[src/rtl/rot_sub_pkg.sv]
// package for the rotate / return / literal-subtract execution block
// assumes a 14-bit instruction word and an 8-bit data path
package rot_sub_pkg;
    localparam int OPW   = 14;
    localparam int DW    = 8;
    localparam int FAW   = 7;
    localparam int PCW   = 13;

    // opcode patterns
    localparam logic [5:0]  ROT_LEFT_TOP  = 6'h0d;
    localparam logic [5:0]  ROT_RIGHT_TOP = 6'h0c;
    localparam logic [4:0]  LIT_SUB_TOP   = 5'h1e;
    localparam logic [13:0] SUB_EXIT_CODE = 14'h0008;

    // field positions
    localparam int DEST_BIT = 7;
    localparam int MSB      = DW - 1;

    localparam logic [DW-1:0]  ZERO_BYTE = 8'h00;
    localparam logic [PCW-1:0] ZERO_PC   = 13'h0000;

    typedef enum logic [2:0] {
        OP_NONE  = 3'b000,
        OP_RLC   = 3'b001,
        OP_RRC   = 3'b010,
        OP_EXIT  = 3'b011,
        OP_LSUB  = 3'b100
    } op_type;

    typedef enum logic [0:0] {
        ST_RUN   = 1'b0,
        ST_FLUSH = 1'b1
    } state_type;

    typedef struct packed {
        logic carry;
        logic nibble_carry_flag;
        logic zero;
    } flags_type;

    typedef struct packed {
        op_type          op;
        logic            dest_file;
        logic [FAW-1:0]  file_addr;
        logic [DW-1:0]   literal;
    } decoded_type;
endpackage

[src/rtl/op_decoder.sv]
// combinational opcode decoder for the four supported operations
// assumes the caller qualifies the word with its own valid signal
`timescale 1ns/1ps
module op_decoder
(
    // instruction
    input  wire logic [rot_sub_pkg::OPW-1:0] instr,
    // decoded fields
    output rot_sub_pkg::decoded_type         dec
);
    import rot_sub_pkg::*;

    always_comb
    begin
        dec.dest_file = instr[DEST_BIT];
        dec.file_addr = instr[FAW-1:0];
        dec.literal   = instr[DW-1:0];
        if (instr[13:8] == ROT_LEFT_TOP)
            dec.op = OP_RLC;
        else if (instr[13:8] == ROT_RIGHT_TOP)
            dec.op = OP_RRC;
        else if (instr[13:9] == LIT_SUB_TOP)
            dec.op = OP_LSUB;
        else if (instr == SUB_EXIT_CODE)
            dec.op = OP_EXIT;
        else
            dec.op = OP_NONE;
    end
endmodule

[src/rtl/rot_sub_exec.sv]
// execution unit for rotate-through-carry, subroutine exit and
// literal-minus-accumulator; one instruction per cycle, none taken in the flush cycle after an exit
// assumes file read data is valid in the cycle the instruction is
// presented, and that stack_top_entry holds the return address
`timescale 1ns/1ps

// Contract
// - opcode 001101 d fffffff is the one-cycle left rotate through carry.
// - left rotate moves old carry into bit 0 and old bit 7 into carry only.
// - d=0 sends a rotate result to the accumulator, d=1 writes file f.
// - opcode 001100 d fffffff is the one-cycle right rotate through carry.
// - right rotate moves old carry into bit 7 and old bit 0 into carry only.
// - opcode 00000000001000 pops the stack into the program counter, no flags.
// - subroutine exit takes two cycles, the second flushing the fetched word.
// - opcode 11110x kkkkkkkk is the one-cycle literal-minus-accumulator.
// - literal minus accumulator goes to the accumulator, updating C, DC, Z.
// - carry is inverted borrow: set on zero or positive result.
module rot_sub_exec
(
    // clock and reset
    input  wire logic                         CLK,
    input  wire logic                         ARST_N,
    // instruction from fetch
    input  wire logic                         INSTR_VALID,
    input  wire logic [rot_sub_pkg::OPW-1:0]  INSTR,
    // file register read data and stack
    input  wire logic [rot_sub_pkg::DW-1:0]   FILE_RDATA,
    input  wire logic [rot_sub_pkg::PCW-1:0]  STACK_TOP_ENTRY,
    // file register write
    output logic                              FILE_WE,
    output logic [rot_sub_pkg::FAW-1:0]       FILE_ADDR,
    output logic [rot_sub_pkg::DW-1:0]        FILE_WDATA,
    // accumulator and status
    output logic [rot_sub_pkg::DW-1:0]        ACC,
    output rot_sub_pkg::flags_type            FLAGS,
    // program counter control
    output logic                              STACK_POP,
    output logic                              PC_LOAD,
    output logic [rot_sub_pkg::PCW-1:0]       PC_VALUE,
    output logic                              FLUSH,
    output logic                              BUSY
);
    import rot_sub_pkg::*;

    logic [1:0]      rst_sync;
    logic            rst_n;
    decoded_type     dec;
    state_type       state;
    state_type       next_state;
    logic            take;
    logic [DW-1:0]   rot_result;
    logic            rot_carry;
    logic [DW:0]     diff;
    logic [4:0]      low_diff;
    logic            exit_take;

    // rotate ops share the d field and the carry-only flag update
    function automatic logic is_rotate(input op_type op);
    begin
        is_rotate = (op == OP_RLC) || (op == OP_RRC);
    end
    endfunction

    // reset released through two flops
    always_ff @(posedge CLK or negedge ARST_N)
    begin
        if (!ARST_N)
            rst_sync <= 2'h0;
        else
            rst_sync <= {rst_sync[0], 1'b1};
    end
    assign rst_n = rst_sync[1];

    op_decoder u_dec
    (
        .instr (INSTR),
        .dec   (dec)
    );

    // words arriving in the flush cycle are the stale sequential fetch
    assign take = INSTR_VALID && (state == ST_RUN);

    // one decode of a taken return feeds pop, load and flush
    assign exit_take = take && (dec.op == OP_EXIT);

    always_comb
    begin
        rot_result = FILE_RDATA;
        rot_carry  = FLAGS.carry;
        case (dec.op)
            OP_RLC:
            begin
                rot_result = {FILE_RDATA[MSB-1:0], FLAGS.carry};
                rot_carry  = FILE_RDATA[MSB];
            end
            OP_RRC:
            begin
                rot_result = {FLAGS.carry, FILE_RDATA[MSB:1]};
                rot_carry  = FILE_RDATA[0];
            end
            default:
            begin
                rot_result = FILE_RDATA;
                rot_carry  = FLAGS.carry;
            end
        endcase
    end

    // ninth bit set means borrow out of the byte
    // low nibble is subtracted apart so the borrow out of bit 3 is
    // seen directly, without decoding it from the full difference
    assign diff = {1'b0, dec.literal} - {1'b0, ACC};
    assign low_diff = {1'b0, dec.literal[3:0]} - {1'b0, ACC[3:0]};

    always_comb
    begin
        case (state)
            ST_RUN:
                next_state = exit_take ? ST_FLUSH : ST_RUN;
            ST_FLUSH:
                next_state = ST_RUN;
            default:
                next_state = ST_RUN;
        endcase
    end

    always_ff @(posedge CLK or negedge rst_n)
    begin
        if (!rst_n)
            state <= ST_RUN;
        else
            state <= next_state;
    end

    // accumulator
    always_ff @(posedge CLK or negedge rst_n)
    begin
        if (!rst_n)
            ACC <= ZERO_BYTE;
        else if (take)
        begin
            // file-destined rotates leave the accumulator alone
            if (is_rotate(dec.op) && !dec.dest_file)
                ACC <= rot_result;
            else if (dec.op == OP_LSUB)
                ACC <= diff[DW-1:0];
        end
    end

    // status flags
    always_ff @(posedge CLK or negedge rst_n)
    begin
        if (!rst_n)
            FLAGS <= '0;
        else if (take)
        begin
            // rotates touch carry only; nibble carry and zero hold
            if (is_rotate(dec.op))
                FLAGS.carry <= rot_carry;
            else if (dec.op == OP_LSUB)
            begin
                FLAGS.carry             <= ~diff[DW];
                FLAGS.nibble_carry_flag <= ~low_diff[4];
                FLAGS.zero <= (diff[DW-1:0] == ZERO_BYTE);
            end
        end
    end

    // file write-back
    always_ff @(posedge CLK or negedge rst_n)
    begin
        if (!rst_n)
        begin
            FILE_WE    <= 1'b0;
            FILE_ADDR  <= '0;
            FILE_WDATA <= ZERO_BYTE;
        end
        else
        begin
            // address and data run free; only the strobe qualifies them
            FILE_WE <= take && dec.dest_file &&
                       is_rotate(dec.op);
            FILE_ADDR  <= dec.file_addr;
            FILE_WDATA <= rot_result;
        end
    end

    // return: pop and load, no flags touched
    always_ff @(posedge CLK or negedge rst_n)
    begin
        if (!rst_n)
        begin
            STACK_POP <= 1'b0;
            PC_LOAD   <= 1'b0;
            PC_VALUE  <= ZERO_PC;
        end
        else
        begin
            STACK_POP <= exit_take;
            PC_LOAD   <= exit_take;
            // address held after the pulse so fetch may sample late
            if (exit_take)
                PC_VALUE <= STACK_TOP_ENTRY;
        end
    end

    always_ff @(posedge CLK or negedge rst_n)
    begin
        if (!rst_n)
        begin
            FLUSH <= 1'b0;
            BUSY  <= 1'b0;
        end
        else
        begin
            // busy mirrors flush: the only stall this unit makes
            FLUSH <= next_state == ST_FLUSH;
            BUSY  <= next_state == ST_FLUSH;
        end
    end
endmodule

[config.mk]
export PLATFORM = sky130hd
export DESIGN_NAME = rot_sub_exec
export DESIGN_NICKNAME = d
export VERILOG_FILES = /design/src/rtl/rot_sub_pkg.sv /design/src/rtl/op_decoder.sv /design/src/rtl/rot_sub_exec.sv
export SDC_FILE = /design/constraint.sdc
export NUM_CORES = 1
export LEC_CHECK = 0
export BUFFER_PORTS_ARGS = -buffer_cell sky130_fd_sc_hd__buf_2
export CAP_MARGIN = 20
export CELL_PAD_IN_SITES_DETAIL_PLACEMENT = 1
export CELL_PAD_IN_SITES_GLOBAL_PLACEMENT = 2
export CORE_ASPECT_RATIO = 0.75
export CORE_UTILIZATION = 30
export CTS_CLUSTER_SIZE = 40
export DETAILED_ROUTE_END_ITERATION = 8
export GPL_TIMING_DRIVEN = 0
export PLACE_DENSITY = 0.84
export SYNTH_ARGS = -nofsm -noshare
export SYNTH_HDL_FRONTEND = slang
export SYNTH_HIERARCHICAL = 1
export SYNTH_SLANG_ARGS = --single-unit
[constraint.sdc]
create_clock -name CLK -period 1.5 [get_ports CLK]
set_input_delay 0.45 -clock CLK [delete_from_list [all_inputs] [get_ports CLK]]
set_output_delay 0.45 -clock CLK [all_outputs]
set_load 0.02 [all_outputs]
### Yosys cells after proc, flatten, opt, wreduce, memory -nomap -nowiden

Cells that the tools add are included.

| cells by class | value |
|---|---|
| reductions and logical operators | 13 |
| equality and inequality tests | 9 |
| $add $sub $neg | 2 |
| div/mod/pow operators | 0 |
| shift-type cells | 0 |
| muxes and demuxes | 12 |
| multiply operators | 0 |
| order comparisons | 0 |
| bitwise gates (word level) | 4 |

Operator list:

| kind | number |
|---|---|
| $mux W8 | 2 |
| $pmux W8 S2 | 1 |
| $eq A14 B4 Y1 const B | 1 |
| $eq A6 B4 Y1 const B | 2 |
| $mux W3 | 4 |
| $sub A8 B8 Y9 | 1 |
| $logic_not A8 Y1 | 1 |
| $eq A3 B2 Y1 const B | 2 |
| $reduce_and A3 Y1 | 2 |
| $eq A5 B5 Y1 const B | 1 |
| $logic_and A1 B1 Y1 | 5 |
| $sub A4 B4 Y5 | 1 |
| $not A1 Y1 | 4 |
| $pmux W1 S2 | 2 |
| $reduce_bool A2 Y1 | 2 |
| $eq A3 B1 Y1 const B | 1 |
| $eq A3 B3 Y1 const B | 1 |
| $ne A3 B3 Y1 const B | 1 |
| $mux W1 | 2 |
| $mux W2 | 1 |
| $reduce_and A2 Y1 | 1 |
| $logic_not A1 Y1 | 1 |
| $logic_or A1 B1 Y1 | 1 |

| storage, ports and cells | value |
|---|---|
| latch bits | 0 |
| memory bits (read-only) | 0 |
| output and inout bits | 44 |
| RAM bits | 0 |
| word-level logic and storage cells | 51 |
| register bits after elaboration | 44 |
| memories | 0 |

### Depth between registers and ports, before layout

| logic depth | value |
|---|---|
| depth in word-level cells | 10 |
| mapped depth | 11 |

### Cells and area by module

Netlist, hierarchy kept.

By module, submodules not included:

| module | area each (um^2) | times used | seq. area each (um^2) | cells each |
|---|---|---|---|---|
| rot_sub_exec | 2202.1 | 1 | 1101.1 | 199 |
| op_decoder | 219.0 | 1 | 0.0 | 28 |

### Worst setup path after synthesis

OpenSTA, ideal clock, no wires.

| timing path | value |
|---|---|
| path type | input-to-reg |
| from | input port INSTR[5] (netlist bit) |
| to | register PC_VALUE[10] (netlist bit) |
| data arrival time | 2399 ps |
| setup time | 128 ps |
| stages | 7 |
| path buffers | 1 |
| slack | -1026 ps |
| cells stage by stage | nor4_2 nand4b_1 a2111oi_2 nand2_1 nor3_4 buf_4 mux2_1 |

RTL lines:

| item | line | RTL |
|---|---|---|
| start, declared | rot_sub_exec.sv:25 | `input wire logic [rot_sub_pkg::OPW-1:0] INSTR,` |
| end signal, assigned | rot_sub_exec.sv:195 | `PC_VALUE <= ZERO_PC;` |
| end signal, assigned | rot_sub_exec.sv:203 | `PC_VALUE <= STACK_TOP_ENTRY;` |
| end, declared | rot_sub_exec.sv:39 | `output logic [rot_sub_pkg::PCW-1:0] PC_VALUE,` |

==> flow_metrics.env <==
export IMPL_yosysTopAreaCell="dfrtp_1"
export IMPL_synth_seq_cells=44
export IMPL_reg2reg_slack_ns=-0.54
export IMPL_p_leak_nw=1.75
export IMPL_place_congestion=0.754
export IMPL_pin_count=82
export IMPL_synth_warnings=6
export IMPL_start_util_pct=32.0
export IMPL_die_y_um=79.8
export IMPL_whs_ns=0.100
export IMPL_postRouteWirelength_um=7550
export IMPL_areaGrowthSynthToFinish_pct=48.7
export IMPL_cap_violations=0
export IMPL_crit_required_ns=1.69
export IMPL_synthDistinctLibCells=49
export IMPL_synth_area_sq_um=2420
export IMPL_clock_latency_ns=0.30
export IMPL_n_antenna_cell=0
export IMPL_hold_viol=0
export IMPL_htree_levels=2
export IMPL_pwr_density_cell_nw_per_um2=1110
export IMPL_dr_pass1_iters=4
export IMPL_worstPathMaxFanout=5
export IMPL_finalWorstPathRequiredPeriod_ns=2.35
export IMPL_mappedNetlistNets=274
export IMPL_cts_buffers_inserted=5
export IMPL_drive_gt1_share_pct=59.3
export IMPL_first_global_vias=2323
export IMPL_avgSynthCellArea_sq_um=10.7
export IMPL_yosysTopAreaCellShare_pct=45.5
export IMPL_portBuffers=81
export IMPL_irDropWorstVdd_mv=0.431
export IMPL_arrival_ns=2.54
export IMPL_cts_tree="done"
export IMPL_drt_iter0_markers=57
export IMPL_endpoint_kind="register"
export IMPL_grt_usage_pct=17.8
export IMPL_grt_max_degree=39
export IMPL_die_x_um=106
export IMPL_fin_nets=385
export IMPL_finalSetupViolCount=35
export IMPL_antenna_left=0
export IMPL_numClockSinks=44
export IMPL_via_count=2161
export IMPL_synth_most_common_cell="dfrtp_1"
export IMPL_hp_class="reg2async"
export IMPL_stdcell_count=440
export IMPL_finClkSkew_ns=0.00432
export IMPL_num_rows=27
export IMPL_status="finished with violations"
export IMPL_period_share_pct=157
export IMPL_vias_per_cell=4.91
export IMPL_drc_errors=0
export IMPL_dieArea_sq_um=8440
export IMPL_antenna_found_initial=0
export IMPL_max_freq_mhz=425
export IMPL_coreArea_sq_um=7570
export IMPL_gr_total_overflow=0
export IMPL_wl_per_cell_um=17.1
export IMPL_placed_cells=410
export IMPL_synth_common_cells="dfrtp_1, buf_4, nand2_1"
export IMPL_rsz0062_at_grt="true"
export IMPL_cp_start_kind="input port"
export IMPL_critPathKind="in2reg"
export IMPL_timing_final_ws_setup_ns=-0.853
export IMPL_netlist_instances=227
export IMPL_cts_buffer_depth=2
export IMPL_yosys_most_used_dff="dfrtp_1"
export IMPL_root_buffer="clkbuf_8"
export IMPL_ys_async_sr_fraction_pct=100
export IMPL_synth_area_leaders="dfrtp_1, buf_4, mux2_1"
export IMPL_synth_edff_count=0
export IMPL_synth_seq_area_share_pct=45.5
export IMPL_clk_pin_slew_ns=0.09
export IMPL_violations="setup timing"
export IMPL_slew_violations=0
export IMPL_hpwlAfterDp_um=5290
export IMPL_grt_pass1_wl_um=11600
==> area by class of cell <==
class | instances | area, sq um
repair buffers | 105 | 673
clock buffers | 6 | 72.6
fillers | 863 | 3970
clock inverters | 2 | 35.0
well taps | 101 | 126
multi-input cells | 147 | 1350
inverters | 10 | 37.5
plain buffers | 25 | 201
flip-flops and latches | 44 | 1100
==> cells by family (layout without fill, tap and decap cells) <==
kind of cell,after synthesis,in the layout,synth area share (%)
muxes,13,13,6.05
buffers and inverters,36,148,9.87
adders and majority gates,9,9,4.96
and+or+nand+nor,64,64,15.2
DFF,44,44,45.5
other,1,1,0.155
xor gates and xnor gates,5,5,2.12
AOI/OAI and AO/OA,55,55,16.1
==> power by group <==
part           leakage, nW  switching (mW)  internal, mW  total, mW
Combinational         1.14           0.962         0.692       1.65
Sequential           0.552           0.103          1.32       1.43
Clock               0.0552           0.431         0.495      0.926
==> registers in the layout, indices dropped and copies added (netlist names) <==
name,cells
PC_VALUE,13
BUSY,1
FLAGS,3
PC_LOAD,1
FILE_ADDR,7
rst_sync,2
FILE_WE,1
ACC,8
FILE_WDATA,8
==> metal layers <==
metal	vias to the layer above	global-route usage (%)	routed length, um
li1	1007	-	-
met1	1088	23.2	3410
met2	59	30.1	3690
met3	7	3.84	382
met4	0	5.00	65
met5	-	0	0
==> cells in the final DEF, fill, tap and decap left out, types with 2 or more instances in the layout <==
cell,instances
buf_2,80
dfrtp_1,43
buf_4,30
buf_6,15
nand2_1,14
mux2_4,13
inv_1,10
nor2_1,9
o21ai_2,7
a21oi_1,7
ha_1,7
nor3_2,6
nand3_1,5
clkbuf_8,5
a22oi_2,4
o21ai_1,4
nor3_1,4
a211oi_2,4
o21ai_0,4
nand2_2,3
nand2b_1,3
a32o_1,3
nor2b_4,2
o21ai_4,2
nor2_4,2
o22a_1,2
a2bb2oi_2,2
o22ai_2,2
a22oi_1,2
nand2_4,2
nor2b_1,2
a21oi_2,2
xor2_1,2
xnor2_1,2
a21o_1,2
buf_8,2
buf_12,2
==> metrics by stage <==
step / TNS (ns) / setup WS [ns] / cell area [sq um] / utilization [%] / total power [mW]
4_1_cts: -28.67 / -0.948 / 3400 / 45.0 / 3.99
6_report: -26.64 / -0.853 / 3600 / 47.6 / 4.01
2_1_floorplan: -23.18 / -0.821 / 2490 / - / 2.55
5_1_grt: -30.26 / -0.966 / 3600 / 47.6 / 4.28
3_3_place_gp: -57.88 / -1.40 / 3030 / 40.0 / 2.94
3_5_place_dp: -42.89 / -1.42 / 3050 / 40.3 / 3.01
==> worst paths after layout <==
kind | from | cells past startpoint | end
setup / recovery | INSTR[4] | 9 | PC_VALUE[9]$_DFFE_PN0P_
hold / removal | rst_sync[1]$_DFF_PN0_ | 0 | FILE_ADDR[6]$_DFF_PN0_
setup reg to reg | ACC[0]$_DFFE_PN0P_ | 8 | FLAGS[0]$_DFFE_PN0P_
hold reg to reg | rst_sync[1]$_DFF_PN0_ | 0 | FILE_ADDR[6]$_DFF_PN0_
max in group asynchronous | ARST_N | 2 | rst_sync[1]$_DFF_PN0_
min in group CLK | INSTR[4] | 2 | FILE_ADDR[4]$_DFF_PN0_
==> timing repair <==
action	4_1_cts	5_1_grt
setup buffers	15	5
hold buffers	1	0
pin swaps	16	24
setup endpoints to repair	35	35
gates resized for setup	38	33
endpoints found under the hold margin	2	0
gates cloned	1	1
==> worst max-delay path, stage by stage <==
cell and delay (ns):
buf_8 0.10, nor4_4 0.38, nand4b_1 0.21, a2111oi_4 0.39
buf_4 0.20, nand2_4 0.06, nor3_4 0.24, buf_6 0.19
mux2_4 0.31
No activity file was read; power rests on OpenSTA's default activity.
